===== config.mk =====
export PLATFORM = sky130hd
export DESIGN_NAME = serial_baud_clock_generator
export DESIGN_NICKNAME = d
export VERILOG_FILES = /design/src/core/fraction_divider.v /design/src/core/edge_pulse.v /design/src/core/serial_baud_clock_generator.v
export VERILOG_INCLUDE_DIRS = /design/src /design/src/core
export SDC_FILE = /design/constraint.sdc
export NUM_CORES = 1
export LEC_CHECK = 0
export BUFFER_PORTS_ARGS = -buffer_cell sky130_fd_sc_hd__buf_2
export CORE_UTILIZATION = 51
export CTS_CLUSTER_DIAMETER = 80
export DETAILED_ROUTE_END_ITERATION = 7
export GPL_ROUTABILITY_DRIVEN = 1
export PLACE_DENSITY = 0.79
export SYNTH_ARGS = -nofsm -noshare
export SYNTH_HDL_FRONTEND = slang
export SYNTH_SLANG_ARGS = --single-unit

===== constraint.sdc =====
create_clock -name hclk -period 2.7 [get_ports hclk]
set_input_delay 0.135 -clock hclk [delete_from_list [all_inputs] [get_ports hclk]]
set_output_delay 0.135 -clock hclk [all_outputs]
set_load 0.03 [all_outputs]

===== src/core/baud_clock_defs.vh =====
// Purpose: constants for the serial transfer-clock generator
// Assumes: AHB-Lite register access, 32-bit word per register
// Notes: offsets are byte addresses
`ifndef BAUD_CLOCK_DEFS_VH
`define BAUD_CLOCK_DEFS_VH
`define ADDR_DIVIDER_CONTROL 4'h0
`define ADDR_FRACTION_ADJUST 4'h4
`define ADDR_CHANNEL_MODE 4'h8
`define ADDR_CHANNEL_CONTROL 4'hc
`define ADDR_STATUS 5'h10
`define ADDR_UNMAPPED 5'h1f
// divider control fields
`define DIV_N_LSB 0
`define DIV_N_MSB 3
`define DIV_TAP_LSB 4
`define DIV_TAP_MSB 5
`define DIV_FRAC_EN 6
// fraction adjust
`define FRAC_K_LSB 0
`define FRAC_K_MSB 3
// channel mode fields
`define MODE_LSB 0
`define MODE_MSB 1
`define MODE_SRC_LSB 2
`define MODE_SRC_MSB 3
`define MODE_PARITY_EN 4
`define MODE_WAKEUP 5
// channel control fields
`define CTRL_SCLK_IN 0
// mode codes
`define MODE_SHIFT 2'b00
`define MODE_ASYNC7 2'b01
`define MODE_ASYNC8 2'b10
`define MODE_ASYNC9 2'b11
// basic clock sources
`define SRC_BRG 2'b00
`define SRC_HALF 2'b01
`define SRC_TIMER 2'b10
`define SRC_EXT 2'b11
// taps
`define TAP_DIV4 2'b00
`define TAP_DIV16 2'b01
`define TAP_DIV64 2'b10
`define TAP_DIV256 2'b11
`define PRESCALE_WIDTH 6
`define DIVISOR_WIDTH 4
`define HTRANS_NONSEQ 2'b10
`define RESET_BYTE 8'h00
`endif


===== src/core/fraction_divider.v =====
// Purpose: baud generator, divides tap pulses by N or N+(16-K)/16
// Assumes: tick is a one-cycle pulse per prescaler tap period
// Notes: fraction spread by a 4-bit accumulator
`timescale 1ns/1ps
`default_nettype none
`include "baud_clock_defs.vh"
module fraction_divider #(
  parameter WIDTH = `DIVISOR_WIDTH
) (
  input wire hclk,
  input wire hresetn,
  input wire tick,
  input wire [WIDTH-1:0] n_code,
  input wire [WIDTH-1:0] k_code,
  input wire frac_on,
  output reg pulse
);
  reg [WIDTH:0] count;
  reg [WIDTH-1:0] acc;
  reg stretch;
  wire [WIDTH:0] n_value;
  wire [WIDTH:0] target;
  wire [WIDTH:0] acc_sum;
  // code zero means sixteen
  assign n_value = (n_code == {WIDTH{1'b0}}) ? {1'b1, {WIDTH{1'b0}}} : {1'b0, n_code};
  // one extra input cycle when stretching this period
  assign target = stretch ? n_value : n_value - {{WIDTH{1'b0}}, 1'b1};
  // accumulate 16-K per output; carry marks a long period
  assign acc_sum = {1'b0, acc} + ({1'b1, {WIDTH{1'b0}}} - {1'b0, k_code});
  always @(posedge hclk or negedge hresetn) begin
    if (!hresetn) begin
      count <= {(WIDTH+1){1'b0}};
      acc <= {WIDTH{1'b0}};
      stretch <= 1'b0;
      pulse <= 1'b0;
    end else begin
      pulse <= 1'b0;
      if (tick) begin
        if (count >= target) begin
          count <= {(WIDTH+1){1'b0}};
          pulse <= 1'b1;
          // k zero disables the fraction; frac off ignores k
          if (frac_on && k_code != {WIDTH{1'b0}}) begin
            acc <= acc_sum[WIDTH-1:0];
            stretch <= acc_sum[WIDTH];
          end else begin
            acc <= {WIDTH{1'b0}};
            stretch <= 1'b0;
          end
        end else begin
          count <= count + {{WIDTH{1'b0}}, 1'b1};
        end
      end
    end
  end
endmodule // fraction_divider
`default_nettype wire


===== src/core/edge_pulse.v =====
// Purpose: rising-edge pulse from a synchronous level
// Assumes: input already synchronous to hclk
// Notes: one per external clock source
`timescale 1ns/1ps
`default_nettype none
module edge_pulse #(
  parameter IDLE_LEVEL = 1'b0
) (
  input wire hclk,
  input wire hresetn,
  input wire level,
  output wire pulse
);
  reg last;
  always @(posedge hclk or negedge hresetn) begin
    if (!hresetn) begin
      // start at the pin's idle level, else reset fakes an edge
      last <= IDLE_LEVEL;
    end else begin
      last <= level;
    end
  end
  assign pulse = level & ~last;
endmodule // edge_pulse
`default_nettype wire


===== src/core/serial_baud_clock_generator.v =====
// Purpose: transfer-clock generation for one serial channel, AHB-Lite registers
// Assumes: pins synchronous to hclk; instantiate once per channel
// Notes: produces basic clock pulse, bit-rate pulse and shift clock pin
// How it works
// - channel is either asynchronous framed or synchronous shift
// - mode 0 shift, modes 1..3 carry 7, 8, 9 data bits
// - parity option exposed only in 7-bit and 8-bit modes
// - 9-bit mode exposes the wake-up enable
// - channels are identical copies of this block with own pins
// - 6-bit prescaler runs whenever the generator is the source
// - taps have periods of 4, 16, 64 and 256 clocks
// - 2-bit tap select in divider control picks the generator input
// - generator divides by N, or N+(16-K)/16
// - fraction enable picks plain or fractional division for N codes 2..15; N codes 0 and 1 always divide plain
// - N code zero means 16; codes 1..15 mean themselves
// - K code zero disables fraction, 1..15 are K
// - fraction enable low ignores K entirely
// - shift mode has no fraction; hardware forces it off
// - bit rate is generator output over 16 async, over 2 sync
// - external clock over 16 async, direct in sync mode
// - timer match never clocks the shift mode
// - shift mode with driven clock halves the generator output
// - async source field picks generator, fc/2, timer, or pin
`timescale 1ns/1ps
`default_nettype none
`include "baud_clock_defs.vh"
module serial_baud_clock_generator #(
  parameter PRESCALE_WIDTH = `PRESCALE_WIDTH,
  parameter DIVISOR_WIDTH = `DIVISOR_WIDTH
) (
  input wire hclk,
  input wire hresetn,
  input wire hsel,
  input wire [31:0] haddr,
  input wire [1:0] htrans,
  input wire hwrite,
  input wire [2:0] hsize,
  input wire [31:0] hwdata,
  input wire hready,
  output reg [31:0] hrdata,
  output wire hreadyout,
  output wire hresp,
  input wire timer_match,
  input wire shift_clock_pin_in,
  output reg shift_clock_pin_out,
  output wire shift_clock_pin_oe,
  output reg basic_serial_clock,
  output reg bit_rate_pulse,
  output wire [1:0] channel_mode,
  output wire parity_enable,
  output wire wakeup_enable
);
  // registers
  reg [7:0] baud_divider_control;
  reg [7:0] baud_fraction_adjust;
  reg [7:0] channel_mode_register;
  reg [7:0] channel_control_register;
  // bus state
  reg wr_pending;
  reg [4:0] wr_addr;
  // clock path
  reg [PRESCALE_WIDTH-1:0] prescaler;
  reg [PRESCALE_WIDTH-1:0] next_prescaler;
  reg tap_tick;
  reg [3:0] bit_count;
  reg half_toggle;
  reg next_basic;
  wire [1:0] mode;
  wire [1:0] source;
  wire [1:0] tap_sel;
  wire sclk_input;
  wire is_shift;
  wire brg_selected;
  wire frac_allowed;
  wire brg_pulse;
  wire ext_pulse;
  wire timer_pulse;
  wire bus_take;
  wire [4:0] bus_index;
  reg [1:0] wrap_count;
  wire half_wrap_done;
  assign mode = channel_mode_register[`MODE_MSB:`MODE_LSB];
  assign source = channel_mode_register[`MODE_SRC_MSB:`MODE_SRC_LSB];
  assign tap_sel = baud_divider_control[`DIV_TAP_MSB:`DIV_TAP_LSB];
  assign sclk_input = channel_control_register[`CTRL_SCLK_IN];
  assign is_shift = (mode == `MODE_SHIFT);
  assign channel_mode = mode;
  // parity only meaningful in 7 and 8 bit frames
  assign parity_enable = channel_mode_register[`MODE_PARITY_EN] &&
    (mode == `MODE_ASYNC7 || mode == `MODE_ASYNC8);
  assign wakeup_enable = channel_mode_register[`MODE_WAKEUP] && (mode == `MODE_ASYNC9);
  // the pin is driven only when shift mode outputs its own clock
  assign shift_clock_pin_oe = is_shift && !sclk_input;
  // AHB-Lite slave: zero wait states, always OKAY
  assign hreadyout = 1'b1;
  assign hresp = 1'b0;
  assign bus_take = hsel && hready && (htrans == `HTRANS_NONSEQ);
  // upper address bits must be zero, so aliases of the map stay unmapped
  assign bus_index = (haddr[31:5] == 27'h000_0000) ? haddr[4:0] : `ADDR_UNMAPPED;
  always @(posedge hclk or negedge hresetn) begin
    if (!hresetn) begin
      wr_pending <= 1'b0;
      wr_addr <= 5'h00;
      hrdata <= 32'h0000_0000;
    end else begin
      wr_pending <= bus_take && hwrite;
      if (bus_take) begin
        wr_addr <= bus_index;
      end
      if (bus_take && !hwrite) begin
        case (bus_index)
          {1'b0, `ADDR_DIVIDER_CONTROL}: hrdata <= {24'h00_0000, baud_divider_control};
          {1'b0, `ADDR_FRACTION_ADJUST}: hrdata <= {24'h00_0000, baud_fraction_adjust};
          {1'b0, `ADDR_CHANNEL_MODE}: hrdata <= {24'h00_0000, channel_mode_register};
          {1'b0, `ADDR_CHANNEL_CONTROL}: hrdata <= {24'h00_0000, channel_control_register};
          // live view of the clock path
          `ADDR_STATUS: hrdata <= {24'h00_0000, shift_clock_pin_out, basic_serial_clock, brg_selected,
            frac_allowed, bit_count};
          default: hrdata <= 32'h0000_0000;
        endcase
      end
    end
  end
  always @(posedge hclk or negedge hresetn) begin
    if (!hresetn) begin
      baud_divider_control <= `RESET_BYTE;
      baud_fraction_adjust <= `RESET_BYTE;
      channel_mode_register <= `RESET_BYTE;
      channel_control_register <= `RESET_BYTE;
    end else if (wr_pending) begin
      case (wr_addr)
        {1'b0, `ADDR_DIVIDER_CONTROL}: baud_divider_control <= {1'b0, hwdata[6:0]};
        {1'b0, `ADDR_FRACTION_ADJUST}: baud_fraction_adjust <= {4'h0, hwdata[3:0]};
        {1'b0, `ADDR_CHANNEL_MODE}: channel_mode_register <= {2'b00, hwdata[5:0]};
        {1'b0, `ADDR_CHANNEL_CONTROL}: channel_control_register <= {7'h00, hwdata[0]};
        default: baud_divider_control <= baud_divider_control;
      endcase
    end
  end
  // generator used when shift mode drives its clock or async picks it
  assign brg_selected = is_shift ? !sclk_input : (source == `SRC_BRG);
  // software should clear it for N 1/16 and in shift mode; hardware also masks it
  assign frac_allowed = baud_divider_control[`DIV_FRAC_EN] && !is_shift &&
    (baud_divider_control[`DIV_N_MSB:`DIV_N_LSB] != 4'h0) &&
    (baud_divider_control[`DIV_N_MSB:`DIV_N_LSB] != 4'h1);
  // prescaler stops while idle to save power
  always @* begin
    next_prescaler = prescaler;
    if (brg_selected) begin
      next_prescaler = prescaler + {{(PRESCALE_WIDTH-1){1'b0}}, 1'b1};
    end
  end
  always @(posedge hclk or negedge hresetn) begin
    if (!hresetn) begin
      prescaler <= {PRESCALE_WIDTH{1'b0}};
      tap_tick <= 1'b0;
    end else begin
      prescaler <= next_prescaler;
      case (tap_sel)
        `TAP_DIV4: tap_tick <= brg_selected && (prescaler[1:0] == 2'b11);
        `TAP_DIV16: tap_tick <= brg_selected && (prescaler[3:0] == 4'hf);
        `TAP_DIV64: tap_tick <= brg_selected && (prescaler[5:0] == 6'h3f);
        // 256 extends past the 6-bit prescaler by four wraps
        `TAP_DIV256: tap_tick <= brg_selected && (prescaler[5:0] == 6'h3f) && half_wrap_done;
        default: tap_tick <= 1'b0;
      endcase
    end
  end
  assign half_wrap_done = (wrap_count == 2'b11);
  always @(posedge hclk or negedge hresetn) begin
    if (!hresetn) begin
      wrap_count <= 2'b00;
    end else if (brg_selected && prescaler[5:0] == 6'h3f) begin
      wrap_count <= wrap_count + 2'b01;
    end
  end
  fraction_divider #(
    .WIDTH(DIVISOR_WIDTH)
  ) u_divider (
    .hclk(hclk),
    .hresetn(hresetn),
    .tick(tap_tick),
    .n_code(baud_divider_control[`DIV_N_MSB:`DIV_N_LSB]),
    .k_code(baud_fraction_adjust[`FRAC_K_MSB:`FRAC_K_LSB]),
    .frac_on(frac_allowed),
    .pulse(brg_pulse)
  );
  // pin idles high through its pull-up
  edge_pulse #(
    .IDLE_LEVEL(1'b1)
  ) u_ext_edge (
    .hclk(hclk),
    .hresetn(hresetn),
    .level(shift_clock_pin_in),
    .pulse(ext_pulse)
  );
  edge_pulse u_timer_edge (
    .hclk(hclk),
    .hresetn(hresetn),
    .level(timer_match),
    .pulse(timer_pulse)
  );
  // basic clock selection
  always @* begin
    next_basic = 1'b0;
    if (is_shift) begin
      // timer match is never a shift-mode source
      next_basic = sclk_input ? ext_pulse : (brg_pulse && half_toggle);
    end else begin
      case (source)
        `SRC_BRG: next_basic = brg_pulse;
        `SRC_HALF: next_basic = half_toggle;
        `SRC_TIMER: next_basic = timer_pulse;
        `SRC_EXT: next_basic = ext_pulse;
        default: next_basic = 1'b0;
      endcase
    end
    // a source switch could otherwise land two pulses back to back
    if (basic_serial_clock) begin
      next_basic = 1'b0;
    end
  end
  always @(posedge hclk or negedge hresetn) begin
    if (!hresetn) begin
      half_toggle <= 1'b0;
      basic_serial_clock <= 1'b0;
      bit_rate_pulse <= 1'b0;
      bit_count <= 4'h0;
      shift_clock_pin_out <= 1'b1;
    end else begin
      if (is_shift ? brg_pulse : 1'b1) begin
        half_toggle <= ~half_toggle;
      end
      basic_serial_clock <= next_basic;
      bit_rate_pulse <= 1'b0;
      if (is_shift) begin
        bit_count <= 4'h0;
        bit_rate_pulse <= next_basic;
        if (!sclk_input && brg_pulse) begin
          shift_clock_pin_out <= ~half_toggle;
        end
      end else begin
        shift_clock_pin_out <= 1'b1;
        if (next_basic) begin
          bit_count <= bit_count + 4'h1;
          bit_rate_pulse <= (bit_count == 4'hf);
        end
      end
    end
  end
endmodule // serial_baud_clock_generator
`default_nettype wire


Word-level counts from Yosys, hierarchy flattened
Index checks and enable logic that the tools add are counted.

storage, ports and cells
  word-level logic and storage cells = 116
  input bits = 76
  bits in registers = 86

cells by class
  add/subtract/negate cells = 7
  bitwise logic cells = 5
  mux-type cells = 22
  eq/ne operators = 24
  magnitude comparators = 1
  reduce and logical (&&, ||, !) cells = 36

operators by type and width
  kind                                                  count
  case mux 8 bit (5 select lines)                       1
  zero test 27 bit                                      1
  equality test 5 x 4 -> 1 bit (second input constant)  4
  2-to-1 mux 5 bit                                      4
  equality test 2 bit (second input constant)           9
  logical AND 1 bit                                     17
  2-to-1 mux 1 bit                                      12
  2-to-1 mux 4 bit                                      3
  equality test 5 x 3 -> 1 bit (second input constant)  2
  zero test 5 bit                                       2
  AND reduction 2 bit                                   5
  equality test 4 bit (second input constant)           2
  case mux 1 bit (4 select lines)                       2
  nonzero test 4 bit                                    2
  adder 6 x 1 -> 6 bit (second input constant)          1
  equality test 2 x 1 -> 1 bit (second input constant)  3
  equality test 6 bit (second input constant)           1
  zero test 2 bit                                       3
  adder 4 x 5 -> 5 bit                                  1
  adder 5 x 1 -> 5 bit (second input constant)          1
  equality test 5 bit (second input constant)           1
  >= comparator 5 bit                                   1
  subtractor 5 x 1 -> 5 bit (second input constant)     1
  subtractor 5 x 4 -> 5 bit (first input constant)      1
  10 further kinds                                      15

Depth between registers and ports, before layout
  depth in word-level cells = 7
  mapped depth = 12
  mapped depth without buffers = 11

Hierarchy
A second synthesis with hierarchy kept.

second synthesis, totals
  cells, all modules = 348
  area, all modules = 3,717.3 sq um

by module, submodules not included
  module                       area an instance (sq um)  cells each  instances  sequential area each (sq um)
  serial_baud_clock_generator  2,713.9                   243         1          1,227.4
  fraction_divider             924.6                     101         1          275.3
  edge_pulse at u_ext_edge     40.0                      2           1          26.3
  edge_pulse at u_timer_edge   38.8                      2           1          25.0

Least setup slack after synthesis
Ideal clock, no wire load.

  kind = register to register
  start = register baud_divider_control[0]
  end = register u_divider.count[4]
  setup time = 124 ps
  data arrival time = 2,216 ps
  slack = 361 ps
  data required time = 2,576 ps
  cell stages (with the launch flop) = 13
  buffers on the path = 1
  cell sequence = dfrtp_1 -> inv_1 -> ha_1 -> nand2_1 -> nand2_1 -> xor2_1 -> ha_1 -> nand2b_1 -> a31oi_1 -> o21ai_0 -> clkbuf_1 -> nor4_1 -> a211o_1

on the way
  cells in the longest elaborated chain, start to end = 6

RTL lines
  what                       line                               text
  start, declared            serial_baud_clock_generator.v:54   reg [7:0] baud_divider_control;
  start signal, assigned     serial_baud_clock_generator.v:126  baud_divider_control <= `RESET_BYTE;
  start signal, assigned     serial_baud_clock_generator.v:132  {1'b0, `ADDR_DIVIDER_CONTROL}: baud_divider_control <= {1'b0, hwdata[6:0]};
  start signal, assigned     serial_baud_clock_generator.v:136  default: baud_divider_control <= baud_divider_control;
  zero test 4 bit            fraction_divider.v:25              assign n_value = (n_code == {WIDTH{1'b0}}) ? {1'b1, {WIDTH{1'b0}}} : {1'b0, n_code};
  2-to-1 mux 5 bit (*)       fraction_divider.v:25
  subtractor 5 x 1 -> 5 bit  fraction_divider.v:27              assign target = stretch ? n_value : n_value - {{WIDTH{1'b0}}, 1'b1};
  2-to-1 mux 5 bit (*)       fraction_divider.v:27
  >= comparator 5 bit (*)    fraction_divider.v:39              if (count >= target) begin
  2-to-1 mux 5 bit (*)       fraction_divider.v:39
  end signal, assigned       fraction_divider.v:32              count <= {(WIDTH+1){1'b0}};
  end signal, assigned       fraction_divider.v:40              count <= {(WIDTH+1){1'b0}};
  end signal, assigned       fraction_divider.v:51              count <= count + {{WIDTH{1'b0}}, 1'b1};
  end, declared              fraction_divider.v:18              reg [WIDTH:0] count;

Every way passes the cells marked *; elsewhere a longest branch is shown, timed or not.
A chain may end at the register's enable or synchronous reset.

Final worst setup path
  start = register baud_divider_control[1]
  end = register u_divider.count[0]

Same word-level chain as after synthesis.

==> out/qor.csv <==
stage,metric,value,unit
critical_path,crit_path_end_kind,flip-flop,
global_route,track_usage,0.2314,
global_route,grt_max_degree,37,
status,status,completed,
worst_hold_path,holdPathStages,2,
layout,final_cell_mix,"63 x buf_2, 60 x dfrtp_1, 26 x conb_1, 25 x nand2_1",
floorplan,die_y,85.22,µm
clocking,path_clk_slew,0.06,ns
floorplan,ios,118,
logic_synthesis,ys.flop_type,dfrtp_1,
critical_path,crit_required,2.95,ns
critical_path,max_stage_delay,0.42,ns
logic_synthesis,ys_async_sr_fraction,1.000,
floorplan,die_area,7262,µm²
clocking,post_cts_buffers,0,
placement,place_area,3842,µm²
critical_path,cp_max_fo,9,
clocking,numCtsBuffers,9,
critical_path,rr_worst_depth,13,
critical_path,start_kind,flip-flop,
timing,final-max-slew-violation-count,0,
worst_hold_path,hp-class,in -> reg,
drt,drtPass1Iterations,4,
layout,utilization,0.6226,
timing,fin_tns_setup,0,ns
pwr,ir_drop,0.0005770,V
timing,slew-limit-headroom,0.4542,
placement,hpwl,5.909,mm
drt,drtAntennaViolNets,0,
logic_synthesis,synthCells,346,
drt,wl_per_cell,15.65,µm
logic_synthesis,ys_warn_count,0,
clocking,root_buffer,clkbuf_8,
logic_synthesis,syn_area,3532,µm²
floorplan,rows,29,
timing,setup_viol,0,
global_route,overflow,0,
logic_synthesis,yosysSeqAreaShare,0.4400,
floorplan,die_w,85.22,µm
layout,nNetsFinal,513,
timing,worst_slew_pin_slew,0.8187,ns
job,maxCapViolCount,0,
timing,whs,0.02331,ns
placement,gp_congestion,0.8665,
pwr,powerDensity,571.7,nW/µm²
drt,vias_per_cell,5.552,
clocking,cts_max_level,3,
layout,area_growth_syn_to_layout,15.13,%
layout,antenna_cells,0,
drt,wl,7.795,mm
drt,drt_iter0_drc,96,
timing,rsz0062_at_grt,no,
timing,hold_viol,0,
critical_path,path_cells,inv_2 -> ha_2 -> nand2_1 -> nand2_1 -> xor2_1 -> ha_1 -> nand2b_1 -> a31oi_1 -> o21ai_0 -> buf_4 -> buf_4 -> or3_1 -> o21ai_0,
logic_synthesis,yosysTopAreaCell,dfrtp_1,
layout,fillCellCount,559,
critical_path,path_buf_inv,3,
floorplan,initial_core_util,0.5408,
logic_synthesis,ys_seq_elements,62,
logic_synthesis,ys_types,57,
drt,drc_errors,0,
global_route,busiest_layer,met2,
placement,io_buffers,63,
critical_path,slowest_stage,dfrtp_1,
timing,fin_crit_sh,0.9286,
global_route,grt_use_met2,0.3746,
layout,stdcell_area,4066,µm²
pwr,power_leakage,0.002044,µW
layout,final_common_cell,buf_2,
global_route,grt_pass1_wl,12.84,mm
drt,vias,2765,
critical_path,path_delay_family,simple AND/OR/NAND/NOR gates,
layout,drive_gt1_frac,0.2803,
floorplan,coreArea,6531,µm²
global_route,use_met1,0.3001,
timing,fmax,398.8,MHz
timing,skew,0.009764,ns
logic_synthesis,synthTopCellsByArea,"dfrtp_1 43%, ha_1 6.4%, mux2_2 6.1%, buf_4 6.0%, nand2_1 2.8%",
critical_path,crit_type,reg -> reg,
clocking,clock_sinks,62,
pwr,finalPower,2325,µW
clocking,tritoncts,built,
global_route,grtUsageMet3,0.07296,
critical_path,critical_path_arrival,2.76,ns
timing,final.min_clock_period,2.507,ns
logic_synthesis,synth_edf_count,0,
clocking,cts_buffer_depth,2,
clocking,clk_latency,0.34,ns
global_route,grt_pass1_vias,2705,
logic_synthesis,synth_top_area_frac,0.4251,
logic_synthesis,syn_area_per_cell,10.21,µm²
critical_path,worst-path-stages,13,
global_route,antenna_found_initial,0,
## what timing repair did
action | in CTS | in global routing
resized for setup | 0 | 4
hold endpoints to repair | 34 | 0
endpoints found under the setup margin | 0 | 4
hold buffers | 3 | 0
## registers in the layout, summed over array words and instances, names as in the netlist, 2 cells and up
register	count
baud_fraction_adjust	4
hrdata	8
bit_count	4
wr_addr	5
prescaler	6
u_divider.count	5
wrap_count	2
channel_mode_register	6
u_divider.acc	4
baud_divider_control	7
## power by group
| part | leakage (µW) | internal [µW] | switching, µW |
|---|---|---|---|
| sequential | 0.000771 | 1030 | 106 |
| combinational | 0.00118 | 170 | 238 |
| clock | 0.0000980 | 439 | 342 |
| total | 0.00204 | 1640 | 686 |
## layout make-up
| type | count | area [µm²] | area share |
|---|---|---|---|
| clock inverters | 4 | 48.80 | 0.01200 |
| well taps | 77 | 96.34 | 0.02369 |
| repair buffers | 73 | 397.9 | 0.09785 |
| multi-input cells | 253 | 1760 | 0.4329 |
| clock buffers | 10 | 137.6 | 0.03385 |
| inverters | 19 | 71.32 | 0.01754 |
| flip-flops and latches | 62 | 1554 | 0.3822 |
## worst register-to-register path, delay by kind of cell (launching register included)
kind / cells / cell delay [ns]
compound gates: 3 / 0.34
flops: 1 / 0.42
xor+xnor: 1 / 0.15
buf+inv: 3 / 0.44
simple gates: 4 / 0.62
fa+ha+maj: 2 / 0.47
## layer usage
metal	share of wire	up-vias
li1	-	1319
met3	0.057	8
met4	0.011	0
met1	0.44	1349
met2	0.49	89
met5	0	-
## kinds of logic after synthesis
family	Yosys count	synth area share
flip-flops	62	0.4400
AND/OR/NAND/NOR	105	0.1640
AO/OA/AOI/OAI	67	0.1318
adder cells (fa/ha/maj)	19	0.06943
other	2	0.002126
multiplexers	21	0.06624
buffers and inverters	55	0.08927
XOR/XNOR	15	0.03720
## cell usage after synthesis, drive strengths merged (3+ instances only)
library cell	number
dfrtp	60
buf	31
nand2	26
nor2	20
inv	19
mux2	19
ha	18
o21ai	18
nand3	16
a21oi	11
xnor2	8
nor4	7
xor2	7
a31oi	6
and2	6
nor3	6
a32oi	5
clkbuf	5
nor2b	5
o22a	5
a21o	4
a21boi	3
a22o	3
a41o	3
and3	3
## stage by stage
step                      instances  worst slack [ns]
final                           498            0.1928
after global routing            498           0.07171
after CTS                       498           0.05497
after detailed placement        481           0.09650
after global placement          481            0.1555
after floorplan                 370            0.3605
## final timing paths
kind                                                        to                                start  slack [ns]
hold reg to reg                          hrdata[7]$_DFFE_PN0P_                hrdata[7]$_DFFE_PN0P_        0.47
hold / removal                            wr_pending$_DFF_PN0_                               hwrite        0.02
setup reg to reg                u_divider.count[0]$_DFFE_PN0P_  baud_divider_control[1]$_DFFE_PN0P_        0.19
min in group asynchronous         basic_serial_clock$_DFF_PN0_                              hresetn        0.42
max in group asynchronous  baud_divider_control[1]$_DFFE_PN0P_                              hresetn        1.56
setup / recovery                u_divider.count[0]$_DFFE_PN0P_  baud_divider_control[1]$_DFFE_PN0P_        0.19
Power figures use the tool's default switching activity.
